$ cat config.mk
export PLATFORM = sky130hd
export DESIGN_NAME = arp_timer
export DESIGN_NICKNAME = d
export VERILOG_FILES = /design/src/core/arp_pkg.sv /design/src/core/arp_tick_div.sv /design/src/core/arp_timer.sv
export SDC_FILE = /design/constraint.sdc
export NUM_CORES = 1
export LEC_CHECK = 0
export ABC_AREA = 1
export BUFFER_PORTS_ARGS = -buffer_cell sky130_fd_sc_hd__buf_2
export CAP_MARGIN = 20
export CORE_ASPECT_RATIO = 1.4
export CORE_UTILIZATION = 37
export CTS_CLUSTER_SIZE = 30
export DETAILED_ROUTE_END_ITERATION = 16
export SLEW_MARGIN = 30
export SYNTH_ARGS = -nofsm -noshare
export SYNTH_HDL_FRONTEND = slang
export SYNTH_SLANG_ARGS = --single-unit
$ cat constraint.sdc
create_clock -name hclk -period 1.9 [get_ports hclk]
set_input_delay 0 -clock hclk [delete_from_list [all_inputs] [get_ports hclk]]
set_output_delay 0 -clock hclk [all_outputs]
set_load 0.1 [all_outputs]
$ cat src/core/arp_pkg.sv
package arp_pkg;

  // Bus clock and slow timebase
  localparam int unsigned CLK_PERIOD_NS   = 100;
  localparam int unsigned TIMEBASE_NS     = 1000000;
  localparam int unsigned TIMEBASE_CYCLES = TIMEBASE_NS / CLK_PERIOD_NS;
  localparam int unsigned TB_CNT_W        = 14;

  // Register indices, byte address is four times the index
  localparam logic [5:0] IDX_TCS       = 6'h0D;
  localparam logic [5:0] IDX_CNT_HI    = 6'h0E;
  localparam logic [5:0] IDX_CNT_LO    = 6'h0F;
  localparam logic [5:0] IDX_RLD_HI    = 6'h10;
  localparam logic [5:0] IDX_RLD_LO    = 6'h11;
  localparam logic [5:0] IDX_OUT_CTRL  = 6'h12;
  localparam logic [5:0] IDX_PSC       = 6'h13;
  localparam logic [5:0] IDX_DUTY_HI   = 6'h17;
  localparam logic [5:0] IDX_DUTY_LO   = 6'h18;
  localparam logic [5:0] IDX_EVT_STAT  = 6'h20;
  localparam logic [5:0] IDX_EVT_MASK  = 6'h21;

  // Timer control status fields
  localparam int unsigned TCS_CKSEL_LSB = 3;
  localparam int unsigned TCS_OVF       = 2;
  localparam int unsigned TCS_OVERFLOW_IRQ_ENABLE     = 1;
  localparam int unsigned TCS_COMPARE_IRQ_ENABLE     = 0;

  // Pulse status control fields
  localparam int unsigned PSC_POL  = 1;
  localparam int unsigned PSC_CMPF = 0;

  // Output control field
  localparam int unsigned OC_OE = 0;

  // Event status and mask fields
  localparam int unsigned EVT_CMP = 0;
  localparam int unsigned EVT_OVF = 1;

  // Counter clock selection codes
  localparam logic [1:0] CKSEL_OFF  = 2'h0;
  localparam logic [1:0] CKSEL_SLOW = 2'h1;
  localparam logic [1:0] CKSEL_CPU  = 2'h2;

  // Counter limits and reset values
  localparam logic [11:0] CNT_MAX    = 12'hFFF;
  localparam logic [11:0] VAL_RESET  = 12'h000;
  localparam logic [7:0]  BYTE_RESET = 8'h00;

  // Bus encodings
  localparam logic [1:0] HTRANS_NONSEQ = 2'h2;
  localparam logic       HRESP_OKAY    = 1'b0;

endpackage

$ cat src/core/arp_tick_div.sv
`timescale 1ns/100ps
module arp_tick_div #(
  parameter int unsigned CYCLES = arp_pkg::TIMEBASE_CYCLES
) (
  input  wire logic hclk,
  input  wire logic hresetn,
  output logic      tick
);
  import arp_pkg::*;

  typedef struct packed {
    logic [TB_CNT_W-1:0] cnt;
    logic                tick;
  } arp_div_type;

  localparam logic [TB_CNT_W-1:0] LAST = TB_CNT_W'(CYCLES - 1);

  arp_div_type q;
  arp_div_type d;

  // One-cycle enable every CYCLES clocks
  always_comb begin
    d      = q;
    d.tick = 1'b0;
    if (q.cnt == LAST) begin
      d.cnt  = '0;
      d.tick = 1'b1;
    end else begin
      d.cnt = q.cnt + TB_CNT_W'(1);
    end
  end

  always_ff @(posedge hclk or negedge hresetn) begin
    if (!hresetn) begin
      q <= '0;
    end else begin
      q <= d;
    end
  end

  assign tick = q.tick;

endmodule

$ cat src/core/arp_timer.sv
// Operation
// - Output enable set: duty value sets pulse output duty cycle.
// - Output enable clear: duty value compared against running counter.
// - Polarity bit 1 inverts pulse output when set; reset clears it.
// - Compare flag bit 0 sets when counter equals a nonzero duty value, the shadow copy in pulse mode.
// - Reading pulse status clears compare flag; writing does not.
// - Output enable bit 0 releases pin when clear, drives pulse when set.
// - Reserved bits read as zero; software keeps them zero.
// - Every timer register resets to zero.
// - Registers decoded at indices 0D to 13, duty pair at 17, 18, event pair at 20, 21.
// - Overflow reloads counter, loads shadow duty, drives pulse high.
// - Overflow flag sets on FFF to reload; read of control clears it.
// - Clock select: 00 stop, 01 slow timebase, 10 bus clock.
// - Upper duty write suspends compare until lower byte written.
`timescale 1ns/100ps
module arp_timer #(
  parameter int unsigned TIMEBASE_CYCLES = arp_pkg::TIMEBASE_CYCLES
) (
  input  wire logic        hclk,
  input  wire logic        hresetn,
  input  wire logic        hsel,
  input  wire logic [31:0] haddr,
  input  wire logic [1:0]  htrans,
  input  wire logic        hwrite,
  input  wire logic [2:0]  hsize,
  input  wire logic [31:0] hwdata,
  input  wire logic        hready,
  output logic             hreadyout,
  output logic             hresp,
  output logic [31:0]      hrdata,
  input  wire logic        gpio_out,
  input  wire logic        gpio_oe_n,
  output logic             pin_out,
  output logic             pin_oe_n,
  output logic             compare_irq_req,
  output logic             overflow_irq_req,
  output logic             irq
);
  import arp_pkg::*;

  typedef struct packed {
    logic [1:0]  counter_clock_select;
    logic        overflow_irq_enable;
    logic        compare_irq_enable;
    logic        overflow_flag;
    logic [11:0] counter_value;
    logic [11:0] reload_value;
    logic        output_enable_bit;
    logic        output_polarity;
    logic        compare_match_flag;
    logic [11:0] duty_value;
    logic [11:0] duty_shadow;
    logic        compare_lock;
    logic        pulse_raw;
    logic [1:0]  evt_stat;
    logic [1:0]  evt_mask;
    logic [5:0]  wr_idx;
    logic        wr_pend;
    logic [7:0]  rdata;
  } arp_state_type;

  arp_state_type q;
  arp_state_type d;

  logic        slow_tick;
  logic        cnt_tick;
  logic [11:0] cmp_val;
  logic        match_evt;
  logic        ovf_evt;
  logic        addr_ok;
  logic        rd_take;
  logic        wr_take;
  logic [5:0]  rd_idx;
  logic [7:0]  rd_byte;
  logic [7:0]  wbyte;
  logic        pulse_pol;

  arp_tick_div #(
    .CYCLES (TIMEBASE_CYCLES)
  ) u_tick_div (
    .hclk    (hclk),
    .hresetn (hresetn),
    .tick    (slow_tick)
  );

  // Counter clock selection, reserved code stops the counter
  always_comb begin
    case (q.counter_clock_select)
      CKSEL_SLOW: cnt_tick = slow_tick;
      CKSEL_CPU:  cnt_tick = 1'b1;
      default:    cnt_tick = 1'b0;
    endcase
  end

  // Pulse mode compares the shadow, compare mode the live duty value
  assign cmp_val = q.output_enable_bit ? q.duty_shadow : q.duty_value;

  // Compare is idle for zero duty and while the pair is half written
  assign match_evt = cnt_tick && !q.compare_lock && (cmp_val != VAL_RESET)
                     && (q.counter_value == cmp_val);
  assign ovf_evt   = cnt_tick && (q.counter_value == CNT_MAX);

  // Address phase decode, only the low 256 bytes of the map are populated
  assign addr_ok = (haddr[31:8] == 24'h000000) && (haddr[1:0] == 2'h0);
  assign rd_idx  = haddr[7:2];
  assign rd_take = hsel && hready && (htrans == HTRANS_NONSEQ) && !hwrite;
  assign wr_take = hsel && hready && (htrans == HTRANS_NONSEQ) && hwrite;
  assign wbyte   = hwdata[7:0];

  // Read multiplexer, reserved bits and unmapped words read zero
  always_comb begin
    rd_byte = BYTE_RESET;
    if (addr_ok) begin
      case (rd_idx)
        IDX_TCS: begin
          rd_byte[TCS_CKSEL_LSB +: 2] = q.counter_clock_select;
          rd_byte[TCS_OVF]            = q.overflow_flag;
          rd_byte[TCS_OVERFLOW_IRQ_ENABLE]          = q.overflow_irq_enable;
          rd_byte[TCS_COMPARE_IRQ_ENABLE]          = q.compare_irq_enable;
        end
        IDX_CNT_HI:   rd_byte = {4'h0, q.counter_value[11:8]};
        IDX_CNT_LO:   rd_byte = q.counter_value[7:0];
        IDX_RLD_HI:   rd_byte = {4'h0, q.reload_value[11:8]};
        IDX_RLD_LO:   rd_byte = q.reload_value[7:0];
        IDX_OUT_CTRL: rd_byte[OC_OE] = q.output_enable_bit;
        IDX_PSC: begin
          rd_byte[PSC_POL]  = q.output_polarity;
          rd_byte[PSC_CMPF] = q.compare_match_flag;
        end
        IDX_DUTY_HI:  rd_byte = {4'h0, q.duty_value[11:8]};
        IDX_DUTY_LO:  rd_byte = q.duty_value[7:0];
        IDX_EVT_STAT: rd_byte = {6'h00, q.evt_stat};
        IDX_EVT_MASK: rd_byte = {6'h00, q.evt_mask};
        default:      rd_byte = BYTE_RESET;
      endcase
    end
  end

  always_comb begin
    d         = q;
    d.wr_pend = 1'b0;

    // Counter runs up and reloads on overflow
    if (ovf_evt) begin
      d.counter_value = q.reload_value;
      d.duty_shadow   = q.duty_value;
    end else if (cnt_tick) begin
      d.counter_value = q.counter_value + 12'h001;
    end

    // Pulse goes high at overflow and low at match in pulse mode
    if (ovf_evt) begin
      d.pulse_raw = 1'b1;
    end else if (match_evt && q.output_enable_bit) begin
      d.pulse_raw = 1'b0;
    end

    // Address phase, a read captures data and clears its flag
    if (rd_take) begin
      d.rdata = rd_byte;
      if (addr_ok && (rd_idx == IDX_TCS)) begin
        d.overflow_flag = 1'b0;
      end
      if (addr_ok && (rd_idx == IDX_PSC)) begin
        d.compare_match_flag = 1'b0;
      end
    end
    if (wr_take && addr_ok) begin
      d.wr_pend = 1'b1;
      d.wr_idx  = rd_idx;
    end

    // Data phase of a write, reserved bits are dropped
    if (q.wr_pend) begin
      case (q.wr_idx)
        IDX_TCS: begin
          d.counter_clock_select = wbyte[TCS_CKSEL_LSB +: 2];
          d.overflow_irq_enable  = wbyte[TCS_OVERFLOW_IRQ_ENABLE];
          d.compare_irq_enable   = wbyte[TCS_COMPARE_IRQ_ENABLE];
        end
        IDX_RLD_HI:   d.reload_value[11:8] = wbyte[3:0];
        IDX_RLD_LO:   d.reload_value[7:0]  = wbyte;
        IDX_OUT_CTRL: d.output_enable_bit  = wbyte[OC_OE];
        IDX_PSC:      d.output_polarity    = wbyte[PSC_POL];
        IDX_DUTY_HI: begin
          d.duty_value[11:8] = wbyte[3:0];
          d.compare_lock     = 1'b1;
        end
        IDX_DUTY_LO: begin
          d.duty_value[7:0] = wbyte;
          d.compare_lock    = 1'b0;
        end
        IDX_EVT_STAT: d.evt_stat = q.evt_stat & ~wbyte[1:0];
        IDX_EVT_MASK: d.evt_mask = wbyte[1:0];
        default:      d.evt_mask = q.evt_mask;
      endcase
    end

    // Hardware sets win over any clear in the same cycle
    if (ovf_evt) begin
      d.overflow_flag     = 1'b1;
      d.evt_stat[EVT_OVF] = 1'b1;
    end
    if (match_evt) begin
      d.compare_match_flag = 1'b1;
      d.evt_stat[EVT_CMP]  = 1'b1;
    end
  end

  always_ff @(posedge hclk or negedge hresetn) begin
    if (!hresetn) begin
      q <= '0;
    end else begin
      q <= d;
    end
  end

  // Zero wait state slave, always OKAY
  assign hreadyout = 1'b1;
  assign hresp     = HRESP_OKAY;
  assign hrdata    = {24'h000000, q.rdata};

  // Polarity sits between pulse logic and pin routing
  assign pulse_pol = q.pulse_raw ^ q.output_polarity;
  assign pin_out   = q.output_enable_bit ? pulse_pol : gpio_out;
  assign pin_oe_n  = q.output_enable_bit ? 1'b0 : gpio_oe_n;

  // Interrupt requests
  assign compare_irq_req  = q.compare_match_flag && q.compare_irq_enable;
  assign overflow_irq_req = q.overflow_flag && q.overflow_irq_enable;
  assign irq              = |(q.evt_stat & q.evt_mask);

endmodule

==> summary.txt <==
maximum VDD drop = 0.415 mV
Slowest Stage Delay on Critical Path = 0.39 ns
final std cells w/o fill = 1,025
Initial Util = 38.2%
critical path, cell by cell = inv_1, ha_1, a21oi_4, clkinv_1, nor3_2, xor2_1, o21ai_1
largest net degree at the start of global routing = 44
Top FF cell, synth = dfrtp_1
CTS max path bufs = 2
P_int = 0.00346 W
routability cong. = 0.953
detailed-route wire length on metal 1 = 5810 um
relative slew slack = 62.8%
Yosys cell types = 38
antenna cells = 0
CP top delay family = flip-flops
Seq pwr share = 42.8%
vias per std cell = 4.81
clock skew = 0.00653 ns
initial antenna violation count = 0
fin nets = 915
DRC = 0
number of global-route vias before repair = 4,768
Die Y = 145 um
CTS tree = yes
crit path max fanout = 4
Fmax = 543 MHz
crit end category = register
met2 WL = 7720 um
FF+latch area = 2300 sq um
setup TNS = 0 ns
Vias = 4,934
Root Driver = clkbuf_16
Wirelength per Cell = 14.3 um
antenna viol nets, final = 0
Synth-to-Final Area Change = 21.8%
DR top layer = met4
Site Rows = 51
Post-synth EDFFs = 0
#FFs+latches synth = 92
clock period minus worst slack = 1.84 ns
Crit path buffers/inverters = 2
met3 WL = 520 um
Net Sw Power = 0.00112 W
number of max-cap violations = 0
I/O Buffers = 61
post-route cell area = 6540 sq um
Arr. time, crit path = 2.08 ns
Post-Place Cell Area = 5870 sq um
max-slew violations = 0
clock latency on the worst-skew pair = 0.35 ns
power density over cell area = 699 nW/um^2
CP Launch Type = register
Net Sw Frac = 24.4%
Overall Power = 0.00457 W
total die area = 15,000 sq um
number of synthesis warnings = 0
status = complete, no violations
crit path max-delay cell type = dfrtp_1
core footprint = 14,000 sq um
Logic pwr share = 8.9%
IO Pins = 115
DR pass1 iterations = 4
Syn Area/Cell = 7.26 sq um
ys async rst share = 100%
Fin. Hold Viols = 0
DP Wirelength = 11,200 um
DRT iter0 DRCs = 218
Worst-Margin Slew = 0.552 ns
Inst Count DP = 984
Post-Syn Instances = 740
footprint of the multi-input gates = 2520 sq um
Required @ worst endpoint = 2.13 ns
number of fill cells = 1,432
hold crit path type = in2reg
synthesized area = 5370 sq um
Pleak = 3.52 nW
WL final = 14,700 um
share of post-route cells with drive strength above 1 = 15.6%
total grt overflow = 0
GR Util All Layers = 20.4%
Final Setup Violations = 0
Clock power frac = 48.3%
# clock sinks = 92
Clock transition at path regs = 0.07 ns
H-tree levels = 3
final cycle utilization of the critical path = 97.0%
width of the chip = 104 um
reg2reg setup slack = 0.06 ns
global-route wire length before repair = 23,500 um
TritonCTS buffer count = 9
Setup CP Type = reg2reg
post-synthesis sequential area ratio = 42.9%
## layout by cell type, fill, tap and decap left out, types with 13 or more instances in the layout
master	count
o21ai_1	13
nand3_1	43
a21oi_1	18
inv_1	88
nand2_1	225
dfrtp_1	92
buf_2	59
dlygate4sd3_1	14
conb_1	26
o21ai_0	52
nand4_1	15
nor2_1	68
buf_4	26
## layer usage
metal  GRT usage (%)  vias to the layer above
met5               0                        -
met4            11.6                        0
met3            3.15                       45
met2            38.4                      119
met1            21.9                     2271
li1                -                     2499
## state kept, by name, summed over array words and instances (netlist names)
name / cells
hrdata: 8
q: 69
u_tick_div.q: 14
u_tick_div.tick: 1
## cell usage after synthesis, types with 3 or more instances
cell      count  area, sq um
o21ai_0      54          270
nor3_2        3         30.0
nand3_1      44          220
o21ai_1      12         60.1
o211ai_1      3         22.5
nor3_1        7         35.0
buf_2         6         30.0
xor2_1       12          105
nand2_1     225          845
inv_2         3         11.3
nor2_2        3         18.8
nor2_1       72          270
nand4_1      15         93.8
clkbuf_1      3         11.3
o22ai_1      12         75.1
nor4_1        4         25.0
a21oi_1      18         90.1
buf_4        35          263
ha_1          4         50.1
nand3b_1      3         22.5
nand2_2       3         18.8
inv_1        88          330
dfrtp_1      92         2300
## area by class of cell
| cell class | instances | area share, % |
|---|---|---|
| Clock buffer | 10 | 3.50 |
| Tap cell | 185 | 3.54 |
| Multi-Input combinational cell | 534 | 38.6 |
| Timing Repair Buffer | 106 | 11.8 |
| Clock inverter | 6 | 2.08 |
| Inverter | 92 | 5.32 |
| Sequential cell | 92 | 35.2 |
## what timing repair did
action,CTS,global route
resized for setup,0,14
setup buffers,0,10
setup endpoints to repair,0,17
hold endpoints to repair,92,0
hold buffers,14,0
## final timing paths
path,startpoint,depth (start not counted),end
setup / recovery,q[75]$_DFFE_PN0P_,7,q[68]$_DFFE_PN0P_
hold / removal,haddr[4],3,q[11]$_DFFE_PN0P_
setup reg to reg,q[75]$_DFFE_PN0P_,7,q[68]$_DFFE_PN0P_
hold reg to reg,u_tick_div.q[1]$_DFF_PN0_,1,u_tick_div.q[1]$_DFF_PN0_
max in group asynchronous,hresetn,3,hrdata[7]$_DFFE_PN0P_
min in group asynchronous,hresetn,2,q[8]$_DFF_PN0_
## logic make-up after synthesis
kind of cell	Yosys count	share of synthesized area, %
and+or+nand+nor	385	30.4
buffers and inverters	138	12.7
AOI/OAI and AO/OA	105	10.7
DFF	92	42.9
xor gates and xnor gates	14	2.28
adders and majority gates	4	0.932
other	2	0.140
## power by group through the flow
stage	Sequential [W]	Clock [W]	Combinational (W)
after floorplan	0.00200	0	0.000310
after global placement	0.00200	0	0.000385
after detailed placement	0.00200	0	0.000386
after CTS	0.00196	0.00224	0.000409
after global routing	0.00196	0.00231	0.000437
final	0.00196	0.00221	0.000406
## per-stage QoR
step / hold WS, ns / utilization (%) / setup slack [ns]
after global routing: 0.0458 / 46.6 / -0.0422
final: 0.0171 / 46.6 / 0.0573
after floorplan: -0.296 / - / 0.0450
after CTS: 0.00706 / 45.4 / 0.0423
after detailed placement: -0.0471 / 41.8 / 0.0539
after global placement: -0.0520 / 41.8 / 0.101
## worst min-delay path, delay by kind of cell
kind | cells | cell delay (ns)
compound gates | 1 | 0.10
buf+inv | 2 | 0.21
Power figures use the tool's default switching activity.
